File: config.mk
export PLATFORM = sky130hd
export DESIGN_NAME = sdc_ctrl
export DESIGN_NICKNAME = d
export VERILOG_FILES = /design/src/logic/sdc_pkg.sv /design/src/logic/sdc_ctrl.sv
export VERILOG_INCLUDE_DIRS = /design/src /design/src/logic
export SDC_FILE = /design/constraint.sdc
export NUM_CORES = 1
export LEC_CHECK = 0
export ABC_AREA = 1
export BUFFER_PORTS_ARGS = -buffer_cell sky130_fd_sc_hd__buf_2
export CELL_PAD_IN_SITES_DETAIL_PLACEMENT = 1
export CELL_PAD_IN_SITES_GLOBAL_PLACEMENT = 1
export CORE_MARGIN = 4
export CORE_UTILIZATION = 46
export CTS_CLUSTER_DIAMETER = 40
export DETAILED_ROUTE_END_ITERATION = 6
export GPL_TIMING_DRIVEN = 0
export PLACE_DENSITY_LB_ADDON = 0.1
export SLEW_MARGIN = 20
export SYNTH_ARGS = -nofsm -noshare
export SYNTH_HDL_FRONTEND = slang
export SYNTH_SLANG_ARGS = --single-unit
File: constraint.sdc
create_clock -name pclk -period 7.95 [get_ports pclk]
set_input_delay 0 -clock pclk [delete_from_list [all_inputs] [get_ports pclk]]
set_output_delay 0 -clock pclk [all_outputs]
set_load 0.01 [all_outputs]
File: src/logic/sdc_map.svh
`ifndef SDC_MAP_SVH
`define SDC_MAP_SVH
// register byte offsets
`define SDC_OFS_PRIM_CTRL    12'h000
`define SDC_OFS_AUX_CTRL     12'h004
`define SDC_OFS_CUR_CTRL     12'h008
`define SDC_OFS_RATE         12'h00C
`define SDC_OFS_STATUS       12'h010
`define SDC_OFS_CAL_CMD      12'h014
`define SDC_OFS_PRIM_DATA    12'h018
`define SDC_OFS_AUX_DATA     12'h01C
`define SDC_OFS_PRIM_OFFS    12'h020
`define SDC_OFS_PRIM_GAIN    12'h024
`define SDC_OFS_AUX_OFFS     12'h028
`define SDC_OFS_AUX_GAIN     12'h02C
// converter control fields
`define SDC_CTL_RANGE_LSB    0
`define SDC_CTL_UNIPOLAR     3
`define SDC_CTL_EXT_REF      4
// current source control fields
`define SDC_CUR_SRC1_ON      0
`define SDC_CUR_SRC2_ON      1
`define SDC_CUR_SRC1_PIN     2
`define SDC_CUR_SRC2_PIN     3
`define SDC_CUR_BURNOUT      4
// status fields
`define SDC_ST_PRIM_RDY      0
`define SDC_ST_AUX_RDY       1
`define SDC_ST_PRIM_ERR      2
`define SDC_ST_AUX_ERR       3
`define SDC_ST_NOREF         4
`define SDC_ST_PRIM_BUSY     5
`define SDC_ST_AUX_BUSY      6
// calibration command fields
`define SDC_CAL_START        0
`define SDC_CAL_GAIN         1
`define SDC_CAL_AUX          2
// reset values
`define SDC_RST_RATE         8'h45
`define SDC_RST_CTRL         5'h00
`define SDC_RST_CUR          5'h00
`define SDC_RST_CODE         16'h0000
`endif

File: src/logic/sdc_pkg.sv
package sdc_pkg;
  // settings that reach the analog side of one converter
  typedef struct packed {
    logic       ext_ref;
    logic       unipolar;
    logic [2:0] gain_range;
  } sdc_conv_cfg_type;

  // excitation and burnout switch settings
  typedef struct packed {
    logic burnout_enable;
    logic exc_source2_pin_select;
    logic exc_source1_pin_select;
    logic exc_source2_on;
    logic exc_source1_on;
  } sdc_cur_cfg_type;

  // calibration state of one converter
  typedef struct packed {
    logic busy;
    logic gain;
    logic bad;
  } sdc_cal_type;
endpackage : sdc_pkg

File: src/logic/sdc_ctrl.sv
// Added by the designer: the register addresses and the APB slave port.
`timescale 1ns/1ns
`include "sdc_map.svh"
module sdc_ctrl (
  input  wire logic                      pclk,
  input  wire logic                      presetn,
  input  wire logic                      psel,
  input  wire logic                      penable,
  input  wire logic                      pwrite,
  input  wire logic [11:0]               paddr,
  input  wire logic [31:0]               pwdata,
  output logic      [31:0]               prdata,
  output logic                           pready,
  output logic                           pslverr,
  input  wire logic [1:0]                filt_valid,
  input  wire logic signed [17:0]        filt_word_prim,
  input  wire logic signed [17:0]        filt_word_aux,
  input  wire logic                      ref_below_min,
  input  wire logic                      ref_open,
  output sdc_pkg::sdc_conv_cfg_type      prim_cfg,
  output sdc_pkg::sdc_conv_cfg_type      aux_cfg,
  output sdc_pkg::sdc_cur_cfg_type       cur_cfg,
  output logic      [1:0]                excitation_pin_a,
  output logic      [1:0]                excitation_pin_b,
  output logic      [7:0]                filter_rate_word,
  output logic                           no_valid_reference_flag
);
  logic                           pready_ff;
  logic [31:0]                    prdata_ff;
  logic                           pslverr_ff;
  sdc_pkg::sdc_conv_cfg_type      ctrl_ff [2];
  sdc_pkg::sdc_conv_cfg_type      active_ff [2];
  sdc_pkg::sdc_cur_cfg_type       cur_ff;
  logic [1:0]                     pin_a_ff;
  logic [1:0]                     pin_b_ff;
  logic [7:0]                     rate_ff;
  logic [2:0]                     ref_sync_ff;
  logic                           noref_ff;
  logic signed [17:0]             prev_ff [2];
  logic [1:0]                     have_prev_ff;
  logic [15:0]                    data_ff [2];
  logic [15:0]                    offs_ff [2];
  logic [15:0]                    gain_ff [2];
  logic [1:0]                     rdy_ff;
  logic [1:0]                     err_ff;
  sdc_pkg::sdc_cal_type           cal_ff [2];
  logic                           access;
  logic                           wr_en;
  logic                           rd_en;
  logic signed [17:0]             word [2];
  logic [1:0]                     res_evt;
  logic [15:0]                    res_code [2];
  logic [1:0]                     cal_start;
  logic [1:0]                     data_rd;
  logic                           mapped;
  logic [31:0]                    rd_mux;

  // output coding of one averaged filter word
  function automatic logic [15:0] code_fn(input logic signed [17:0] avg,
                                          input logic              uni);
    logic signed [18:0] t;
    t = 19'(avg) + 19'sh1_0000;
    if (uni) begin
      if (avg < 0) code_fn = 16'h0000;
      else if (avg > 18'sh0_FFFF) code_fn = 16'hFFFF;
      else code_fn = avg[15:0];
    end else begin
      if (t < 0) code_fn = 16'h0000;
      else if (t > 19'sh1_FFFF) code_fn = 16'hFFFF;
      else code_fn = t[16:1];
    end
  endfunction : code_fn

  // average of two signed filter words
  function automatic logic signed [17:0] avg_fn(input logic signed [17:0] a,
                                                input logic signed [17:0] b);
    logic signed [18:0] s;
    s = 19'(a) + 19'(b);
    avg_fn = s[18:1];
  endfunction : avg_fn

  // apb decode: one wait state, answer registered
  assign access = psel & penable;
  assign wr_en  = access & pready_ff & pwrite;
  assign rd_en  = access & pready_ff & ~pwrite;
  assign word[0] = filt_word_prim;
  assign word[1] = filt_word_aux;
  assign cal_start[0] = wr_en & (paddr == `SDC_OFS_CAL_CMD) & pwdata[`SDC_CAL_START]
                        & ~pwdata[`SDC_CAL_AUX];
  assign cal_start[1] = wr_en & (paddr == `SDC_OFS_CAL_CMD) & pwdata[`SDC_CAL_START]
                        & pwdata[`SDC_CAL_AUX];
  assign data_rd[0] = rd_en & (paddr == `SDC_OFS_PRIM_DATA);
  assign data_rd[1] = rd_en & (paddr == `SDC_OFS_AUX_DATA);

  // result event and its code per converter
  always_comb begin
    for (int c = 0; c < 2; c++) begin
      res_evt[c]  = filt_valid[c] & have_prev_ff[c];
      res_code[c] = noref_ff ? 16'hFFFF :
                    code_fn(avg_fn(prev_ff[c], word[c]), active_ff[c].unipolar);
    end
  end

  // read mux
  always_comb begin
    mapped = 1'b1;
    rd_mux = 32'h0000_0000;
    case (paddr)
      `SDC_OFS_PRIM_CTRL: rd_mux[4:0] = ctrl_ff[0];
      `SDC_OFS_AUX_CTRL:  rd_mux[4:0] = ctrl_ff[1];
      `SDC_OFS_CUR_CTRL:  rd_mux[4:0] = cur_ff;
      `SDC_OFS_RATE:      rd_mux[7:0] = rate_ff;
      `SDC_OFS_STATUS:    rd_mux[6:0] = {cal_ff[1].busy, cal_ff[0].busy, noref_ff,
                                         err_ff[1], err_ff[0], rdy_ff[1], rdy_ff[0]};
      `SDC_OFS_CAL_CMD:   rd_mux[2:0] = 3'h0;
      `SDC_OFS_PRIM_DATA: rd_mux[15:0] = data_ff[0];
      `SDC_OFS_AUX_DATA:  rd_mux[15:0] = data_ff[1];
      `SDC_OFS_PRIM_OFFS: rd_mux[15:0] = offs_ff[0];
      `SDC_OFS_PRIM_GAIN: rd_mux[15:0] = gain_ff[0];
      `SDC_OFS_AUX_OFFS:  rd_mux[15:0] = offs_ff[1];
      `SDC_OFS_AUX_GAIN:  rd_mux[15:0] = gain_ff[1];
      default:            mapped = 1'b0;
    endcase
  end

  // apb handshake and registered answer
  always_ff @(posedge pclk or negedge presetn) begin
    if (!presetn) begin
      pready_ff  <= 1'b0;
      prdata_ff  <= 32'h0000_0000;
      pslverr_ff <= 1'b0;
    end else begin
      pready_ff  <= access & ~pready_ff;
      prdata_ff  <= (access & ~pready_ff & ~pwrite) ? rd_mux : 32'h0000_0000;
      pslverr_ff <= access & ~pready_ff & ~mapped;
    end
  end

  // software control registers
  always_ff @(posedge pclk or negedge presetn) begin
    if (!presetn) begin
      ctrl_ff[0] <= `SDC_RST_CTRL;
      ctrl_ff[1] <= `SDC_RST_CTRL;
      cur_ff     <= `SDC_RST_CUR;
      rate_ff    <= `SDC_RST_RATE;
    end else if (wr_en) begin
      case (paddr)
        `SDC_OFS_PRIM_CTRL: ctrl_ff[0] <= pwdata[4:0];
        `SDC_OFS_AUX_CTRL:  ctrl_ff[1] <= {pwdata[`SDC_CTL_EXT_REF],
                                           pwdata[`SDC_CTL_UNIPOLAR], 3'h0};
        `SDC_OFS_CUR_CTRL:  cur_ff <= pwdata[4:0];
        `SDC_OFS_RATE:      rate_ff <= pwdata[7:0];
        default: ;
      endcase
    end
  end

  // settings applied at each conversion cycle boundary
  always_ff @(posedge pclk or negedge presetn) begin
    if (!presetn) begin
      active_ff[0] <= `SDC_RST_CTRL;
      active_ff[1] <= `SDC_RST_CTRL;
    end else begin
      for (int c = 0; c < 2; c++) begin
        if (filt_valid[c]) active_ff[c] <= ctrl_ff[c];
      end
    end
  end

  // excitation routing: count of sources on each pin
  always_ff @(posedge pclk or negedge presetn) begin
    if (!presetn) begin
      pin_a_ff <= 2'h0;
      pin_b_ff <= 2'h0;
    end else begin
      pin_a_ff <= 2'({1'b0, cur_ff.exc_source1_on & ~cur_ff.exc_source1_pin_select}
                  + {1'b0, cur_ff.exc_source2_on & cur_ff.exc_source2_pin_select});
      pin_b_ff <= 2'({1'b0, cur_ff.exc_source1_on & cur_ff.exc_source1_pin_select}
                  + {1'b0, cur_ff.exc_source2_on & ~cur_ff.exc_source2_pin_select});
    end
  end

  // reference detector synchroniser, change taken once stages two and three agree
  always_ff @(posedge pclk or negedge presetn) begin
    if (!presetn) begin
      ref_sync_ff <= 3'h0;
      noref_ff    <= 1'b0;
    end else begin
      ref_sync_ff <= {ref_sync_ff[1:0], ref_below_min | ref_open};
      if (ref_sync_ff[1] == ref_sync_ff[2]) noref_ff <= ref_sync_ff[2];
    end
  end

  // averaging pipeline per converter
  always_ff @(posedge pclk or negedge presetn) begin
    if (!presetn) begin
      prev_ff[0]   <= 18'sh0_0000;
      prev_ff[1]   <= 18'sh0_0000;
      have_prev_ff <= 2'h0;
    end else begin
      for (int c = 0; c < 2; c++) begin
        if (cal_start[c]) have_prev_ff[c] <= 1'b0;
        else if (filt_valid[c]) begin
          prev_ff[c]      <= word[c];
          have_prev_ff[c] <= (ctrl_ff[c] == active_ff[c]);
        end
      end
    end
  end

  // result, ready flag and calibration sequencing
  always_ff @(posedge pclk or negedge presetn) begin
    if (!presetn) begin
      for (int c = 0; c < 2; c++) begin
        data_ff[c] <= `SDC_RST_CODE;
        offs_ff[c] <= `SDC_RST_CODE;
        gain_ff[c] <= `SDC_RST_CODE;
        cal_ff[c]  <= 3'h0;
      end
      rdy_ff <= 2'h0;
      err_ff <= 2'h0;
    end else begin
      for (int c = 0; c < 2; c++) begin
        // ready set wins over clear-on-read
        if (res_evt[c]) rdy_ff[c] <= 1'b1;
        else if (data_rd[c] | cal_start[c]) rdy_ff[c] <= 1'b0;
        if (cal_start[c]) begin
          cal_ff[c].busy <= 1'b1;
          cal_ff[c].gain <= pwdata[`SDC_CAL_GAIN];
          cal_ff[c].bad  <= noref_ff;
          err_ff[c]      <= 1'b0;
        end else if (cal_ff[c].busy) begin
          if (noref_ff) cal_ff[c].bad <= 1'b1;
          if (res_evt[c]) begin
            cal_ff[c].busy <= 1'b0;
            if (cal_ff[c].bad | noref_ff) err_ff[c] <= 1'b1;
            else if (cal_ff[c].gain) gain_ff[c] <= res_code[c];
            else offs_ff[c] <= res_code[c];
          end
        end else if (res_evt[c]) begin
          data_ff[c] <= res_code[c];
        end
      end
    end
  end

  assign prdata                  = prdata_ff;
  assign pready                  = pready_ff;
  assign pslverr                 = pslverr_ff;
  assign prim_cfg                = active_ff[0];
  assign aux_cfg                 = active_ff[1];
  assign cur_cfg                 = cur_ff;
  assign excitation_pin_a        = pin_a_ff;
  assign excitation_pin_b        = pin_b_ff;
  assign filter_rate_word        = rate_ff;
  assign no_valid_reference_flag = noref_ff;

  // helper: rate word written since reset
  logic rate_written_ff;
  always_ff @(posedge pclk or negedge presetn) begin
    if (!presetn) rate_written_ff <= 1'b0;
    else if (wr_en && paddr == `SDC_OFS_RATE) rate_written_ff <= 1'b1;
  end
endmodule : sdc_ctrl

==> results of run 1 <==
==> kinds of logic (layout without fill, tap and decap cells) <==
group	Yosys count	after routing	share of synthesized area (%)
and+or+nand+nor	1068	1068	35.8
buffers and inverters	270	464	9.47
DFF	197	197	40.6
AOI/OAI and AO/OA	174	174	8.35
adders and majority gates	45	45	4.74
xor gates and xnor gates	7	7	0.567
muxes	4	4	0.371
other	1	19	0.0309
==> worst paths after layout <==
| kind | from | end | slack (ps) |
|---|---|---|---|
| worst max-delay path | prev_ff[8] | gain_ff[15] | 4100 |
| worst min register to register | ref_sync_ff[0] | ref_sync_ff[1] | 360 |
| min in group asynchronous | presetn | data_ff[2] | 520 |
| worst min-delay path | paddr[7] | pslverr | 10 |
| worst max register to register | prev_ff[8] | gain_ff[15] | 4100 |
| max in group asynchronous | presetn | offs_ff[8] | 6320 |
==> worst reg2reg max path: stages, from the launching register on <==
cell and delay (ps):
dfrtp_1 390, ha_1 380, nand2_1 190, nor2_2 170, nand3_1 170, nand3_2 140, nand2_1 70, nand2_2 90
xor2_1 390, ha_1 230, nand4_1 90, nor3_1 260, nand3_1 110, nor2_1 130, nand3_1 130, nand2_2 150
buf_6 160, nand2_1 50, a21oi_1 150, nand2_1 140, nand2_1 100, nand2_1 60
==> per-stage QoR <==
stage          total power, mW  utilization [%]  hold WS (ps)
6_report                  2.84             55.4          10.6
5_1_grt                   3.02             55.4          54.6
4_1_cts                   2.85             55.4          7.43
3_5_place_dp              1.90             50.9          -105
3_3_place_gp              1.86             50.6           192
2_1_floorplan             1.67                -          -296
==> cell usage in the layout (no fill, tap or decap), types with 6 or more instances in the layout <==
master,count
a21oi_1,60
o21ai_0,68
clkinv_8,6
nand2_2,14
buf_2,125
clkbuf_16,17
conb_1,19
nand3_2,6
nor4_1,8
a221oi_1,10
dlygate4sd3_1,53
nand2_1,839
nand4_1,20
a31oi_1,7
nor2_1,90
ha_1,42
dfrtp_1,194
inv_1,206
a22o_1,14
clkbuf_1,12
nand3b_1,7
nand3_1,51
buf_4,22
nor3_1,16
==> sequential cells by signal, summed over array words and instances (netlist names) <==
register / cells
prev_ff: 36
data_ff: 32
gain_ff: 32
offs_ff: 32
prdata: 16
filter_rate_word: 8
ctrl_ff: 7
cal_ff: 6
cur_cfg: 5
prim_cfg: 5
ref_sync_ff: 3
aux_cfg: 2
err_ff: 2
excitation_pin_a: 2
excitation_pin_b: 2
have_prev_ff: 2
rdy_ff: 2
no_valid_reference_flag: 1
pready: 1
pslverr: 1
==> cell type report <==
type	count	area (um2)	area share [%]
clock buffer	17	425	2.96
inverter	212	796	5.53
buffer	58	354	2.46
timing repair buffer	162	1130	7.86
clock inverter	15	210	1.46
tap	335	419	2.91
sequential	197	4930	34.3
multi-input combinational	1317	6120	42.5
==> power by group <==
part	internal, mW	total [mW]	switching (mW)	leakage [nW]
Clock	0.440	0.930	0.490	0.301
Sequential	1.08	1.14	0.0576	2.51
Combinational	0.264	0.773	0.509	5.18
==> per-layer routing <==
layer	track usage, %	up-vias	routed length, um
met2	51.0	311	20600
met5	0	-	0
met1	37.7	6020	18100
li1	-	5885	-
met3	3.32	85	1670
met4	13.3	0	1730
==> key figures, run 1 <==
Status
  – Status: completed

Final layout
  – Finished Layout Cells: 2,313
  – Layout cells sized above 1: 11.8%
  – Design area: 14,400 um2
  – Final nets: 2,098
  – Ant. Diodes: 0
  – Fillcell total: 3,436
  – Layout Area Growth over Synthesis: 18.6%

Timing
  – Setup WS post-layout: 4100 ps
  – Tcrit/Tclk final: 48.4%
  – Total negative slack: 0 ps
  – Fmax: 260 MHz
  – Final setup viols: 0
  – Final Critical Period: 3850 ps
  – Worst-Margin Slew: 1010 ps
  – Relative slew slack: 32.1%
  – Final hold viol count: 0
  – Max-slew violation count: 0
  – Skew final: 22.4 ps
  – Unrepaired setup endpoints after global routing: false

Clocking
  – Clock root buffer: clkbuf_16
  – TritonCTS clock tree: built
  – H-tree Lvls: 4
  – Maximum buffer depth of the clock tree: 2
  – Reg clk slew, reported paths: 80 ps
  – Num CTS Buffers: 17
  – Cts hold-fix bufs: 53
  – CTS Sinks: 197
  – Post-CTS sizing: 0
  – Worst skew pair latency: 460 ps
  – # Post-CTS Setup Buffers: 0

Power
  – Pwr Density: 198 nW/um2
  – Leak Pwr: 7.99 nW
  – Worst VDD drop: 163 uV

Floorplan
  – Die area: 29,100 um2
  – Initial Util: 46.7%
  – Core area: 26,000 um2
  – Die height: 170 um
  – Ports: 151
  – Row count: 59
  – DIE WIDTH: 170 um

Placement
  – Placer Congestion: 0.898
  – Post-DP HPWL: 31.6 mm
  – Port buffer count: 107
  – Cell Area, Placed: 13,200 um2
  – Dpl cells: 2,228
  – Setup WS pre-CTS: 4190 ps

Setup path
  – Critical path cell sequence: ha_1 -> nand2_1 -> nor2_2 -> nand3_1 -> nand3_2 -> nand2_1 -> nand2_2 -> xor2_1 -> ha_1 -> nand4_1 -> nor3_1 -> nand3_1 -> nor2_1 -> nand3_1 -> nand2_2 -> buf_6 -> nand2_1 -> a21oi_1 -> nand2_1 -> nand2_1 -> nand2_1
  – CP top delay family: simple AND/OR/NAND/NOR gates
  – Buf+Inv Stages, Crit Path: 1
  – Worst EP required: 8290 ps
  – Reg2Reg Depth: 21
  – Slowest CP cell: dfrtp_1
  – Nature of the critical path startpoint: flip-flop
  – CP Depth: 21
  – Arr. time, crit path: 4190 ps
  – Critical Path Max Stage Delay: 390 ps
  – Crit. End Element: flip-flop
  – Critical-path maximum fanout: 10
  – Kind of critical path: flip-flop to flip-flop
  – Cell repeated most along the worst path: nand2_1

Yosys
  – Synth Instances: 1,766
  – Netlist cell types: 48
  – Post-synth top area cell: dfrtp_1
  – Post-synth EDFFs: 0
  – Register area share after synthesis: 40.6%
  – Main flop type after synthesis: dfrtp_1
  – Mapped Area: 12,100 um2
  – FFs w/ async S/R, synth: 100%
  – Post-synth top cells: 839 x nand2_1, 206 x inv_1, 194 x dfrtp_1
  – Ranking of synthesized cells by area: dfrtp_1 40%, nand2_1 26%, inv_1 6.4%, ha_1 4.3%, o21ai_0 2.8%
  – Synthesis-stage register bit count: 197
  – Post-synthesis average cell area: 6.87 um2
  – Synth top area share: 40.0%
  – Most frequent cell after synthesis: nand2_1
  – Yosys warns: 0

Job
  – MaxCap Viol Count: 0

Global routing
  – Gr usage total: 29.7%
  – Grt total ovfl: 0
  – Global-route wire length before repair: 68.4 mm
  – Initial antenna violation count: 0
  – Vias in the first global route: 13,200
  – Largest net degree at the start of global routing: 86

Routing
  – Total vias in the final route: 12,300
  – Antenna-violating nets left: 0
  – Initial DRC Count: 718
  – Vias/cell: 5.32
  – Wire per inst: 18.2 um
  – Pre-antenna DRT Iters: 5
  – Detailed-route DRC error count: 0
  – Post-Route WL: 42.1 mm

Min path
  – Hold Crit Class: primary input to flip-flop
  – Min-Delay Path Depth: 5
(Power assumes the default switching activity.)
==> run 2, diff against run 1 <==
--- a/config.mk
+++ b/config.mk
@@ -11,7 +11,7 @@
 export CELL_PAD_IN_SITES_DETAIL_PLACEMENT = 1
 export CELL_PAD_IN_SITES_GLOBAL_PLACEMENT = 1
 export CORE_MARGIN = 4
-export CORE_UTILIZATION = 46
+export CORE_UTILIZATION = 42
 export CTS_CLUSTER_DIAMETER = 40
 export DETAILED_ROUTE_END_ITERATION = 6
 export GPL_TIMING_DRIVEN = 0
==> constraint.sdc (replaced) <==
create_clock -name pclk -period 3.6 [get_ports pclk]
set_input_delay 0 -clock pclk [delete_from_list [all_inputs] [get_ports pclk]]
set_output_delay 0 -clock pclk [all_outputs]
set_load 0.01 [all_outputs]
==> key figures, run 2 (synthesis results as in run 1) <==
Routing
  – Initial DRC Count: 705 (-1.8%)
  – Wire per inst: 17.9 um (-1.9%)
  – Antenna-violating nets left: 0 (unchanged)
  – Post-Route WL: 42.3 mm (+0.46%)
  – Pre-antenna DRT Iters: 6 (+1)
  – Detailed-route DRC error count: 0 (unchanged)
  – Total vias in the final route: 12,300 (-0.33%)
  – Vias/cell: 5.18 (-2.6%)

Setup path
  – CP top delay family: simple AND/OR/NAND/NOR gates
  – Cell repeated most along the worst path: buf_4
  – Arr. time, crit path: 3760 ps (-430 ps)
  – Critical Path Max Stage Delay: 430 ps (+40 ps)
  – Kind of critical path: flip-flop to flip-flop
  – Buf+Inv Stages, Crit Path: 9 (+8)
  – Worst EP required: 3930 ps (-4360 ps)
  – Crit. End Element: flip-flop
  – Slowest CP cell: dfrtp_1
  – Nature of the critical path startpoint: flip-flop
  – Critical-path maximum fanout: 6 (-4)

Job
  – MaxCap Viol Count: 0 (unchanged)

Floorplan
  – Initial Util: 43.1% (-3.6 points)
  – DIE WIDTH: 178 um (+4.4%)
  – Die height: 178 um (+4.4%)
  – Core area: 28,200 um2 (+8.4%)
  – Die area: 31,700 um2 (+9.1%)
  – Ports: 151 (unchanged)
  – Row count: 61 (+3.4%)

Timing
  – Max-slew violation count: 0 (unchanged)
  – Relative slew slack: 31.4% (-0.70 points)
  – Final Hold Slack: 12.0 ps (+1.35 ps)
  – Tcrit/Tclk final: 95.3% (+47 points)
  – Worst-Margin Slew: 1020 ps (+10.5 ps)
  – Unrepaired setup endpoints after global routing: true
  – Final setup viols: 0 (unchanged)
  – Final hold viol count: 0 (unchanged)
  – Fmax: 291 MHz (+12%)
  – Skew final: 16.0 ps (-6.34 ps)
  – Final Critical Period: 3430 ps (-413 ps)

Final layout
  – Reg with most FFs: prev_ff
  – Commonest non-fill, non-tap cell in the layout: nand2_1
  – Number of flip-flops in the largest register: 36 (unchanged)
  – Most frequent cells in the layout: 792 x nand2_1, 200 x inv_1, 194 x dfrtp_1, 125 x buf_2, 86 x nor2_1
  – Finished Layout Cells: 2,368 (+2.4%)
  – Layout Area Growth over Synthesis: 24.1%
  – Layout cells sized above 1: 17.1% (+5.4 points)
  – Ant. Diodes: 0 (unchanged)
  – Final nets: 2,110 (+0.57%)

Clocking
  – Worst skew pair latency: 450 ps (about the same)
  – Num CTS Buffers: 17 (unchanged)
  – CTS Sinks: 197 (unchanged)
  – H-tree Lvls: 4 (unchanged)
  – Reg clk slew, reported paths: 90 ps (about the same)
  – Maximum buffer depth of the clock tree: 2 (unchanged)
  – Clock root buffer: clkbuf_16
  – TritonCTS clock tree: built

Global routing
  – Largest net degree at the start of global routing: 86 (unchanged)
  – Grt total ovfl: 0 (unchanged)
  – Initial antenna violation count: 0 (unchanged)
  – Global-route wire length before repair: 67.5 mm (-1.3%)
  – Gr usage total: 26.8% (-2.9 points)
  – Vias in the first global route: 12,600 (-4.6%)

Placement
  – Port buffer count: 107 (unchanged)
  – Dpl cells: 2,271 (+1.9%)
  – Placer Congestion: 0.914 (+1.7%)
  – Post-DP HPWL: 31.1 mm (-1.5%)

Power
  – Seq pwr share: 38.7% (-1.4 points)
  – PnR Total Power: 6.51 mW (+130%)
  – Int Pwr: 4.07 mW (+130%)
  – Pwr Density: 432 nW/um2 (+120%)
  – Sw Pwr: 2.44 mW (+130%)
  – Switching share of power: 37.4% (+0.27 points)
  – Worst VDD drop: 260 uV (+59%)
  – Clock power share: 31.2% (-1.5 points)
  – Leak Pwr: 8.12 nW (+1.6%)
  – Combinational power share: 30.0% (+2.8 points)

Status
  – Status: completed

Min path
  – Hold Crit Class: primary input to asynchronous set/reset pin
[run 2: cell types whose count changed in the layout (fill, tap and decap cells not counted), moves of 6 or more]
| cell | previous run | this run |
|---|---|---|
| nand2_1 | 839 | 792 |
| nand2_2 | 14 | 51 |
| ha_1 | 42 | 20 |
| ha_4 | 0 | 19 |
| buf_4 | 22 | 36 |
| nand2_4 | 0 | 10 |
| a21oi_1 | 60 | 53 |
| a21oi_2 | 0 | 7 |
| inv_1 | 206 | 200 |
| inv_2 | 4 | 10 |
[run 2: path summary, 6_finish.rpt]
kind	startpoint	endpoint	slack, ps	cells after the start
min in group pclk	paddr[7]	pslverr	40	5
hold reg to reg	ref_sync_ff[0]	ref_sync_ff[1]	360	0
hold / removal	presetn	aux_cfg[4]	10	2
setup / recovery	prev_ff[8]	gain_ff[14]	170	25
max in group asynchronous	presetn	ref_sync_ff[1]	2460	4
setup reg to reg	prev_ff[8]	gain_ff[14]	170	25
[run 2: power groups by stage]
stage	Clock, mW	Combinational (mW)	Sequential, mW
final	2.03	1.96	2.52
after global routing	2.16	2.20	2.54
after CTS	2.07	1.72	2.51
after detailed placement	0	1.65	2.55
after global placement	0	1.58	2.54
after floorplan	0	1.17	2.51
[run 2: what timing repair did]
item,CTS,global route
buffers inserted,8,6
pin swaps,0,38
hold buffers,50,0
endpoints found under the setup margin,48,90
resized for setup,12,109
gates cloned,0,1
hold endpoints to repair,172,0
[run 2: metrics by stage]
stage	TNS, ps	instance area (um2)	worst slack, ps	utilization (%)
2_1_floorplan	0	12200	550	-
3_3_place_gp	-183060	13200	-959	46.9
3_5_place_dp	-4010	13300	-185	47.2
4_1_cts	0	14600	20.0	51.7
5_1_grt	-3820	15100	-137	53.5
6_report	0	15100	168	53.5
[run 2: layout make-up]
class / count / area, um2
fillers: 3651 / 13100
multi-input cells: 1317 / 6650
flip-flops and latches: 197 / 4930
repair buffers: 174 / 1230
inverters: 212 / 796
well taps: 378 / 473
clock buffers: 17 / 425
plain buffers: 58 / 358
clock inverters: 15 / 200
[run 2: per-layer routing]
| metal | GRT usage [%] | share of wire [%] | wire, um | up-vias |
|---|---|---|---|---|
| met1 | 36.4 | 45 | 19300 | 6006 |
| met5 | 0 | 0 | 0 | - |
| met4 | 8.86 | 3.0 | 1290 | 0 |
| met2 | 44.9 | 48 | 20400 | 260 |
| li1 | - | - | - | 5926 |
| met3 | 2.84 | 3.3 | 1410 | 68 |
